===== src/ofm_pkg.sv =====
// ================================================================
// shared constants and types
package ofm_pkg;
	localparam int OFM_CHANNELS = 16;
	localparam int OFM_ADDR_W = 8;

	// ================================================================
	// register offsets
	localparam logic [7:0] OFM_CTRL_OFS = 8'h00;
	localparam logic [7:0] OFM_STATUS_OFS = 8'h04;
	localparam logic [7:0] OFM_TARGET_OFS = 8'h08;
	localparam logic [7:0] OFM_FAILSAFE_OFS = 8'h0C;
	localparam logic [7:0] OFM_ERROR_OFS = 8'h10;
	localparam logic [7:0] OFM_LOCK_OFS = 8'h14;
	localparam logic [7:0] OFM_DRIVE_OFS = 8'h18;
	localparam logic [7:0] OFM_DELAY_OFS = 8'h40;

	// ================================================================
	// field positions
	localparam int OFM_CTRL_REPORT_BIT = 0;
	localparam int OFM_CTRL_PRIO_BIT = 1;
	localparam int OFM_STATUS_LINK_BIT = 0;
	localparam int OFM_STATUS_PRIOREJ_BIT = 1;
	localparam int OFM_DRIVE_ARMED_POS = 16;

	// ================================================================
	// reset values
	localparam logic OFM_REPORT_RST = 1'b1;
	localparam logic [15:0] OFM_TARGET_RST = 16'h0000;
	localparam logic [31:0] OFM_FAILSAFE_RST = 32'h0000_0000;
	localparam logic [7:0] OFM_DELAY_RST_MS = 8'h50;

	// ================================================================
	// timing
	localparam int OFM_CLK_PERIOD_NS = 100;
	localparam int OFM_MS_NS = 1000000;
	localparam int OFM_TICK_CYCLES = OFM_MS_NS / OFM_CLK_PERIOD_NS;
	localparam int OFM_STATIC_FILTER_MS = 100;
	localparam logic [6:0] OFM_STATIC_FILTER = 7'(OFM_STATIC_FILTER_MS);

	// ================================================================
	// fail-safe policy codes
	typedef enum logic [1:0] {
		OFM_FS_OFF = 2'h0,
		OFM_FS_ON = 2'h1,
		OFM_FS_HOLD = 2'h2,
		OFM_FS_RSVD = 2'h3
	} ofm_fs_t;

	// register bus request
	typedef struct packed {
		logic [OFM_ADDR_W-1:0] addr;
		logic [31:0] wdata;
		logic wr;
		logic rd;
	} ofm_bus_req_t;
endpackage


===== src/ofm_chan_mon.sv =====
`timescale 1ns/1ps
`default_nettype none
// ================================================================
// per-channel blanking timer and static mismatch filter
module ofm_chan_mon
	import ofm_pkg::*;
(
	// clock and reset
	input wire logic clk,
	input wire logic rst,
	// time base
	input wire logic msTick,
	// channel state
	input wire logic cmdOn,
	input wire logic actualOn,
	input wire logic [7:0] delayMs,
	// result
	output logic armed,
	output logic fault
);
	logic prevCmd_q;
	logic [7:0] blank_q;
	logic [6:0] filt_q;
	logic cmdEdge;
	logic mismatch;

	assign cmdEdge = cmdOn != prevCmd_q;
	assign mismatch = cmdOn != actualOn;
	assign armed = blank_q == 8'h00;
	assign fault = filt_q == OFM_STATIC_FILTER;

	// previous commanded state for edge detection
	always_ff @(posedge clk or posedge rst) begin
		if (rst) begin
			prevCmd_q <= 1'b0;
		end else begin
			prevCmd_q <= cmdOn;
		end
	end

	// blanking restarts on either edge; reset starts suppressed
	always_ff @(posedge clk or posedge rst) begin
		if (rst) begin
			blank_q <= OFM_DELAY_RST_MS;
		end else if (cmdEdge) begin
			blank_q <= delayMs;
		end else if (msTick && !armed) begin
			blank_q <= blank_q - 8'h01;
		end
	end

	// mismatch must persist a fixed window once armed
	always_ff @(posedge clk or posedge rst) begin
		if (rst) begin
			filt_q <= 7'h00;
		end else if (cmdEdge || !armed || !mismatch) begin
			filt_q <= 7'h00;
		end else if (msTick && !fault) begin
			filt_q <= filt_q + 7'h01;
		end
	end
endmodule
`default_nettype wire


===== src/ofm_output_ctrl.sv =====
// Chosen here: the register addresses and the strobed register port.
`timescale 1ns/1ps
`default_nettype none
// Summary of operation
// - when the controller link is lost every output goes to its configured fail-safe state; the code keeps a locked channel off instead.
// - the fail-safe code is 0 for off, 1 for on and 2 for keep the last commanded value.
// - each output channel has its own monitoring-delay setting.
// - a channel's delay timer restarts on every rising or falling edge of its commanded state.
// - error detection on a channel is suppressed until its delay has run out.
// - the delay accepts 0 to 255 ms and defaults to 80 ms.
// - a channel that stays on or off uses a fixed 100 ms error filter.
// - one global setting enables or disables diagnostic alarm reporting.
// - fail-safe and delay exist only on variants that have outputs.
// - prioritized startup is not supported and requests for it are refused.
// - a channel error is found by comparing commanded and measured output values.
// - a channel locked by an error is forced off until the controller resets it.
module ofm_output_ctrl
	import ofm_pkg::*;
#(
	parameter int unsigned TICK_CYCLES = OFM_TICK_CYCLES,
	parameter bit HAS_OUTPUTS = 1'b1
) (
	// clock and reset
	input wire logic clk,
	input wire logic rst,
	// register port
	input wire ofm_bus_req_t busReq,
	output logic [31:0] rdData,
	// link and field pins
	input wire logic linkUp,
	input wire logic [15:0] actualIn,
	output logic [15:0] outDrive,
	// diagnostics
	output logic [15:0] chanError,
	output logic diagAlarm
);
	// ================================================================
	// declarations
	logic [1:0] linkSync_q;
	logic [15:0] act1_q;
	logic [15:0] act2_q;
	logic report_q;
	logic prioRej_q;
	logic [15:0] target_q;
	logic [15:0] last_q;
	logic [31:0] failsafe_q;
	logic [7:0] delay_q [OFM_CHANNELS];
	logic [15:0] error_q;
	logic [15:0] lock_q;
	logic [15:0] drive_q;
	logic [31:0] rdData_q;
	logic [31:0] tick_q;
	logic msTick;
	logic linkOk;
	logic [15:0] cmd;
	logic [15:0] driveD;
	logic [15:0] armed;
	logic [15:0] fault;
	logic [15:0] faultPrev_q;
	logic [15:0] faultRise;
	logic [15:0] shortEvt;
	logic [15:0] lockSet;
	logic [15:0] errClr;
	logic [15:0] unlock;
	logic wrCtrl;
	logic wrStatus;
	logic delayHit;
	logic [3:0] delayIdx;

	// ================================================================
	// input synchronisers
	// pins are asynchronous to clk, so two stages before any use
	always_ff @(posedge clk or posedge rst) begin
		if (rst) begin
			linkSync_q <= 2'b00;
			act1_q <= 16'h0000;
			act2_q <= 16'h0000;
		end else begin
			linkSync_q <= {linkSync_q[0], linkUp};
			act1_q <= actualIn;
			act2_q <= act1_q;
		end
	end
	assign linkOk = linkSync_q[1];

	// ================================================================
	// millisecond time base
	// one-cycle tick every TICK_CYCLES clocks
	always_ff @(posedge clk or posedge rst) begin
		if (rst) begin
			tick_q <= 32'h0000_0000;
		end else if (msTick) begin
			tick_q <= 32'h0000_0000;
		end else begin
			tick_q <= tick_q + 32'h0000_0001;
		end
	end
	assign msTick = tick_q == 32'(TICK_CYCLES - 1);

	// ================================================================
	// address decode
	assign wrCtrl = busReq.wr && busReq.addr == OFM_CTRL_OFS;
	assign wrStatus = busReq.wr && busReq.addr == OFM_STATUS_OFS;
	assign delayHit = busReq.addr[7:6] == OFM_DELAY_OFS[7:6] && busReq.addr[1:0] == 2'b00;
	assign delayIdx = busReq.addr[5:2];

	// ================================================================
	// global configuration
	// alarm enable exists on every variant
	always_ff @(posedge clk or posedge rst) begin
		if (rst) begin
			report_q <= OFM_REPORT_RST;
		end else if (wrCtrl) begin
			report_q <= busReq.wdata[OFM_CTRL_REPORT_BIT];
		end
	end

	// prioritized boot is refused: the bit never sticks, a flag records the attempt
	always_ff @(posedge clk or posedge rst) begin
		if (rst) begin
			prioRej_q <= 1'b0;
		end else if (wrCtrl && busReq.wdata[OFM_CTRL_PRIO_BIT]) begin
			prioRej_q <= 1'b1;
		end else if (wrStatus && busReq.wdata[OFM_STATUS_PRIOREJ_BIT]) begin
			prioRej_q <= 1'b0;
		end
	end

	// ================================================================
	// output targets and fail-safe configuration
	always_ff @(posedge clk or posedge rst) begin
		if (rst) begin
			target_q <= OFM_TARGET_RST;
		end else if (busReq.wr && busReq.addr == OFM_TARGET_OFS) begin
			target_q <= busReq.wdata[15:0];
		end
	end

	// policy codes only stored on output variants
	always_ff @(posedge clk or posedge rst) begin
		if (rst) begin
			failsafe_q <= OFM_FAILSAFE_RST;
		end else if (HAS_OUTPUTS && busReq.wr && busReq.addr == OFM_FAILSAFE_OFS) begin
			failsafe_q <= busReq.wdata;
		end
	end

	// last value commanded while the link was healthy
	always_ff @(posedge clk or posedge rst) begin
		if (rst) begin
			last_q <= OFM_TARGET_RST;
		end else if (linkOk) begin
			last_q <= target_q;
		end
	end

	// ================================================================
	// per-channel delay settings, one byte each
	always_ff @(posedge clk or posedge rst) begin
		if (rst) begin
			for (int i = 0; i < OFM_CHANNELS; i++) begin
				delay_q[i] <= OFM_DELAY_RST_MS;
			end
		end else if (HAS_OUTPUTS && busReq.wr && delayHit) begin
			delay_q[delayIdx] <= busReq.wdata[7:0];
		end
	end

	// ================================================================
	// per-channel command, monitoring and lock
	genvar g;
	generate
		for (g = 0; g < OFM_CHANNELS; g++) begin : gChan
			ofm_fs_t policy;
			logic fsVal;
			assign policy = ofm_fs_t'(failsafe_q[2*g +: 2]);

			// reserved code falls back to off, the safe choice
			always_comb begin
				case (policy)
					OFM_FS_ON: fsVal = 1'b1;
					OFM_FS_HOLD: fsVal = last_q[g];
					default: fsVal = 1'b0;
				endcase
			end
			assign cmd[g] = linkOk ? target_q[g] : fsVal;

			ofm_chan_mon uMon (
				.clk(clk),
				.rst(rst),
				.msTick(msTick),
				.cmdOn(drive_q[g]),
				.actualOn(act2_q[g]),
				.delayMs(delay_q[g]),
				.armed(armed[g]),
				.fault(fault[g])
			);

			// a short locks both slot channels when both are on
			assign lockSet[g] = shortEvt[g] | (shortEvt[g ^ 1] & drive_q[g] & drive_q[g ^ 1]);
		end
	endgenerate

	// ================================================================
	// error classification
	// driven on but reads off is a short and locks; fed-back voltage does not
	assign faultRise = fault & ~faultPrev_q;
	assign shortEvt = faultRise & drive_q & ~act2_q;
	assign errClr = (busReq.wr && busReq.addr == OFM_ERROR_OFS) ? busReq.wdata[15:0] : 16'h0000;
	assign unlock = (busReq.wr && busReq.addr == OFM_LOCK_OFS) ? busReq.wdata[15:0] : 16'h0000;

	always_ff @(posedge clk or posedge rst) begin
		if (rst) begin
			faultPrev_q <= 16'h0000;
		end else begin
			faultPrev_q <= fault;
		end
	end

	// sticky error flags, a new fault wins over a clear
	always_ff @(posedge clk or posedge rst) begin
		if (rst) begin
			error_q <= 16'h0000;
		end else begin
			error_q <= (error_q & ~errClr) | faultRise;
		end
	end

	// lock holds until the controller writes a one; a new lock wins
	always_ff @(posedge clk or posedge rst) begin
		if (rst) begin
			lock_q <= 16'h0000;
		end else begin
			lock_q <= (lock_q & ~unlock) | lockSet;
		end
	end

	// ================================================================
	// output drive
	// a lock set this cycle already drops the output
	assign driveD = HAS_OUTPUTS ? (cmd & ~lock_q & ~lockSet) : 16'h0000;
	always_ff @(posedge clk or posedge rst) begin
		if (rst) begin
			drive_q <= 16'h0000;
		end else begin
			drive_q <= driveD;
		end
	end
	assign outDrive = drive_q;
	assign chanError = error_q;
	assign diagAlarm = report_q && error_q != 16'h0000;

	// ================================================================
	// read data, one cycle after the strobe, zero otherwise
	always_ff @(posedge clk or posedge rst) begin
		if (rst) begin
			rdData_q <= 32'h0000_0000;
		end else if (!busReq.rd) begin
			rdData_q <= 32'h0000_0000;
		end else if (busReq.addr == OFM_CTRL_OFS) begin
			rdData_q <= {31'h0000_0000, report_q};
		end else if (busReq.addr == OFM_STATUS_OFS) begin
			rdData_q <= {30'h0000_0000, prioRej_q, linkOk};
		end else if (busReq.addr == OFM_TARGET_OFS) begin
			rdData_q <= {16'h0000, target_q};
		end else if (busReq.addr == OFM_FAILSAFE_OFS) begin
			rdData_q <= failsafe_q;
		end else if (busReq.addr == OFM_ERROR_OFS) begin
			rdData_q <= {16'h0000, error_q};
		end else if (busReq.addr == OFM_LOCK_OFS) begin
			rdData_q <= {16'h0000, lock_q};
		end else if (busReq.addr == OFM_DRIVE_OFS) begin
			rdData_q <= {armed, drive_q};
		end else if (delayHit) begin
			rdData_q <= {24'h00_0000, delay_q[delayIdx]};
		end else begin
			rdData_q <= 32'h0000_0000;
		end
	end
	assign rdData = rdData_q;
endmodule
`default_nettype wire


===== config.mk =====
export PLATFORM = sky130hd
export DESIGN_NAME = ofm_output_ctrl
export DESIGN_NICKNAME = d
export VERILOG_FILES = /design/src/ofm_pkg.sv /design/src/ofm_chan_mon.sv /design/src/ofm_output_ctrl.sv
export SDC_FILE = /design/constraint.sdc
export NUM_CORES = 2
export LEC_CHECK = 0
export BUFFER_PORTS_ARGS = -buffer_cell sky130_fd_sc_hd__buf_2
export CORE_MARGIN = 2
export CORE_UTILIZATION = 45
export DETAILED_ROUTE_END_ITERATION = 10
export HOLD_SLACK_MARGIN = 0.12
export MAX_ROUTING_LAYER = met4
export PLACE_DENSITY = 0.63
export SYNTH_ARGS = -nofsm -noshare
export SYNTH_HDL_FRONTEND = slang
export SYNTH_SLANG_ARGS = --single-unit

===== constraint.sdc =====
create_clock -name clk -period 20.3 [get_ports clk]
set_input_delay 3.045 -clock clk [delete_from_list [all_inputs] [get_ports clk]]
set_output_delay 3.045 -clock clk [all_outputs]
set_load 0.005 [all_outputs]

==> run summary <==
### Worst hold path
- **Hold Path Class** reg2reg

### Setup path
- **Crit Path Category** in2reg
- **peak per-stage delay on the critical path** 0.82 ns
- **CP endpoint kind** flop
- **cell mode on critical path** nand2_1
- **startpoint type of the worst setup path** primary input
- **number of buffers and inverters on the critical path** 1
- **critical-path cell list** buf_2 > nor4_1 > nand2_1 > nor2_1 > nand2_1 > mux2_2
- **cell family contributing the most delay on the critical path** simple AND/OR/NAND/NOR gates
- **highest-delay cell along the critical path** nor2_1
- **data required time at the worst endpoint** 20.78 ns
- **biggest fanout along the worst timing path** 16
- **data arrival time of the critical path** 6.41 ns

### Synthesis
- **number of synthesized flops with an enable pin** 0
- **mean area per synthesized cell** 10.3 sq um
- **most area-hungry cell type in the Yosys netlist** dfrtp_1
- **share of Yosys cell area claimed by the top area cell type** 44.0%
- **net count after synthesis** 3,166
- **most instantiated cells after synthesis** 547 x dfrtp_1, 281 x nand2_1, 266 x nor2_1
- **synth unique cells** 70
- **flip-flop and latch count after synthesis** 612
- **top area cells in the synthesized netlist** dfrtp_1 44%, mux2_2 7.1%, dfstp_2 5.5%, ha_1 3.9%, xnor2_1 3.7%
- **Synth Instances** 3,008
- **main flop type after synthesis** dfrtp_1
- **Netlist Area Pre-Place** 31,100 sq um
- **post-synthesis async set-or-reset flop share** 100%
- **sequential-to-total area share from yosys stat** 49.5%
- **number of warnings issued by yosys** 0
- **most repeated cell in the gate-level netlist after synthesis** dfrtp_1

### Placed design
- **placed wire-length estimate after detailed placement** 63.5 mm
- **global placement routability congestion** 0.931
- **I/O Buffers** 125

### Status
- **result of the run** finished, final reports clean

### Timing
- **Min Clock Period, post-route** 5.94 ns
- **Max-slew headroom** 19.8%
- **transition at the pin with the smallest max-transition slack** 1.19 ns
- **hold slack** 0.348 ns
- **RSZ-0062 raised after global routing** false
- **Worst Skew** 0.0322 ns
- **Final Cycle Share** 29.2%
- **Final Slew Violations** 0
- **number of hold violations in the final report** 0
- **setup-violating endpoint count in the final report** 0
- **setup TNS** 0 ns
- **f_max** 0.168 GHz

### Floorplanning
- **die extent in y** 267 um
- **I/O pins** 126
- **horizontal die dimension** 267 um
- **number of cell rows** 96
- **initial core utilization** 45.4%
- **area of the core** 68,600 sq um
- **Die ar.** 71,300 sq um

### Clocking
- **post-CTS repair timing setup buffer count** 0
- **CTS clk-pin slew, worst paths** 0.06 ns
- **Root Driver** clkbuf_16
- **Num Clock Sinks** 612
- **H-tree depth** 3
- **Resized Gates After CTS** 0
- **clock tree from TritonCTS** yes
- **number of buffers added to fix hold violations after cts** 0
- **number of CTS-inserted buffers** 68
- **clock latency at the later pin of the worst-skew pair** 0.61 ns
- **buffer depth of the longest clock path** 3

### Layout
- **layout-stage area growth over the synthesis result** 12.3%
- **share of cells above drive strength 1** 19.2%
- **final-stage net count** 3,241
- **fin util** 51.0%

### Flow run
- **number of maximum-capacitance violations** 0

### GRT
- **initial antenna violation count** 4
- **pin count of the biggest net entering global routing** 159
- **combined global-route utilization of all metal layers** 26.8%
- **vias in the first global route** 24,124
- **global route total overflow** 0
- **wire length of the first global-routing pass** 143 mm

### Detailed routing
- **average routed wire per standard cell** 22.5 um
- **number of DRC violations after detailed-routing iteration 0** 2,202
- **via density per instance** 5.96
- **overall routed net length** 91.6 mm
- **DR vias** 24,269
- **post-route DRC violation count** 0
- **post-detailed-route count of antenna-violating nets** 0
- **drt pass-1 iters** 5

### Power
- **leakage power total** 15.4 nW
- **highest ir drop seen on vdd** 0.0513 mV
- **ratio of total power to cell area** 81.8 nW/um^2

report_power, final:
| part | switching, mW | internal, mW |
|---|---|---|
| sequential | 0.0440 | 1.26 |
| clock | 0.511 | 0.795 |
| combinational | 0.164 | 0.0819 |
| total | 0.719 | 2.14 |
final timing paths:
kind | startpoint | endpoint | slack, ns | depth (start not counted)
min in group asynchronous | rst | gChan[15].uMon.filt_q[2]$_DFFE_PP0P_ | 2.55 | 2
hold reg to reg | act1_q[13]$_DFF_PP0_ | act2_q[13]$_DFF_PP0_ | 0.35 | 0
hold / removal | act1_q[13]$_DFF_PP0_ | act2_q[13]$_DFF_PP0_ | 0.35 | 0
max in group asynchronous | rst | gChan[0].uMon.filt_q[4]$_DFFE_PP0P_ | 14.66 | 5
setup / recovery | busReq[41] | target_q[4]$_DFFE_PP0P_ | 14.36 | 6
setup reg to reg | tick_q[5]$_DFF_PP0_ | gChan[5].uMon.blank_q[4]$_DFFE_PP1P_ | 16.46 | 6
through the flow:
stage | instance area (sq um) | power, mW | setup slack (ns) | std cells
3_3_place_gp | 32600 | 1.56 | 13.88 | 3944
6_report | 35000 | 2.86 | 14.36 | 4069
5_1_grt | 35000 | 2.97 | 14.08 | 4069
2_1_floorplan | 31100 | 1.47 | 0.227 | 3008
3_5_place_dp | 32600 | 1.57 | 13.78 | 3944
4_1_cts | 35000 | 2.88 | 14.43 | 4067
worst reg2reg max path: stages (launching register included):
cell	delay [ns]
dfrtp_1	0.45
or4_1	0.54
or4_2	0.91
buf_4	0.39
nor4b_1	0.98
mux2_2	0.42
nand3_1	0.08
kinds of logic after synthesis:
family,Yosys count,synth area share (%)
xor gates and xnor gates,152,4.28
and+or+nand+nor,1146,19.5
AOI/OAI and AO/OA,425,8.64
DFF,612,49.5
adders and majority gates,97,3.90
buffers and inverters,324,4.20
muxes,252,10.1
flip-flops by register name (all words and copies together) (netlist names), 32 cells and up:
signal / count
failsafe_q: 32
gChan.uMon.blank_q: 128
gChan.uMon.filt_q: 112
delay_q: 128
tick_q: 32
rdData: 32
placed cells by master (no fill, tap or decap), types with 42 or more instances in the layout:
cell type,netlist,layout
mux2_2,195,195
inv_1,172,171
a22oi_1,42,42
nor3_1,76,76
dfrtp_1,547,547
o31ai_1,53,53
a31oi_1,67,67
clkbuf_16,0,71
or4_1,71,69
nand3_1,124,124
ha_1,97,97
a21oi_1,55,55
o21ai_0,108,107
nor4_1,78,76
dfstp_2,65,65
xnor2_1,130,130
nand2_1,281,281
buf_2,6,124
nor2_1,266,264
metal layers:
| layer | part of all wire, % | track usage (%) | vias up |
|---|---|---|---|
| li1 | - | - | 10937 |
| met1 | 43 | 35.5 | 12327 |
| met2 | 47 | 41.3 | 833 |
| met3 | 6.9 | 4.25 | 172 |
| met4 | 3.4 | 10.3 | 0 |
| met5 | 0 | - | - |
cell type report:
class / count / area (sq um)
repair buffers: 157 / 893
clock buffers: 101 / 2110
fillers: 6044 / 33600
flip-flops and latches: 612 / 15400
clock inverters: 22 / 272
inverters: 172 / 653
multi-input cells: 2072 / 14500
diodes: 2 / 5.00
well taps: 931 / 1160
No activity file was read; power rests on OpenSTA's default activity.
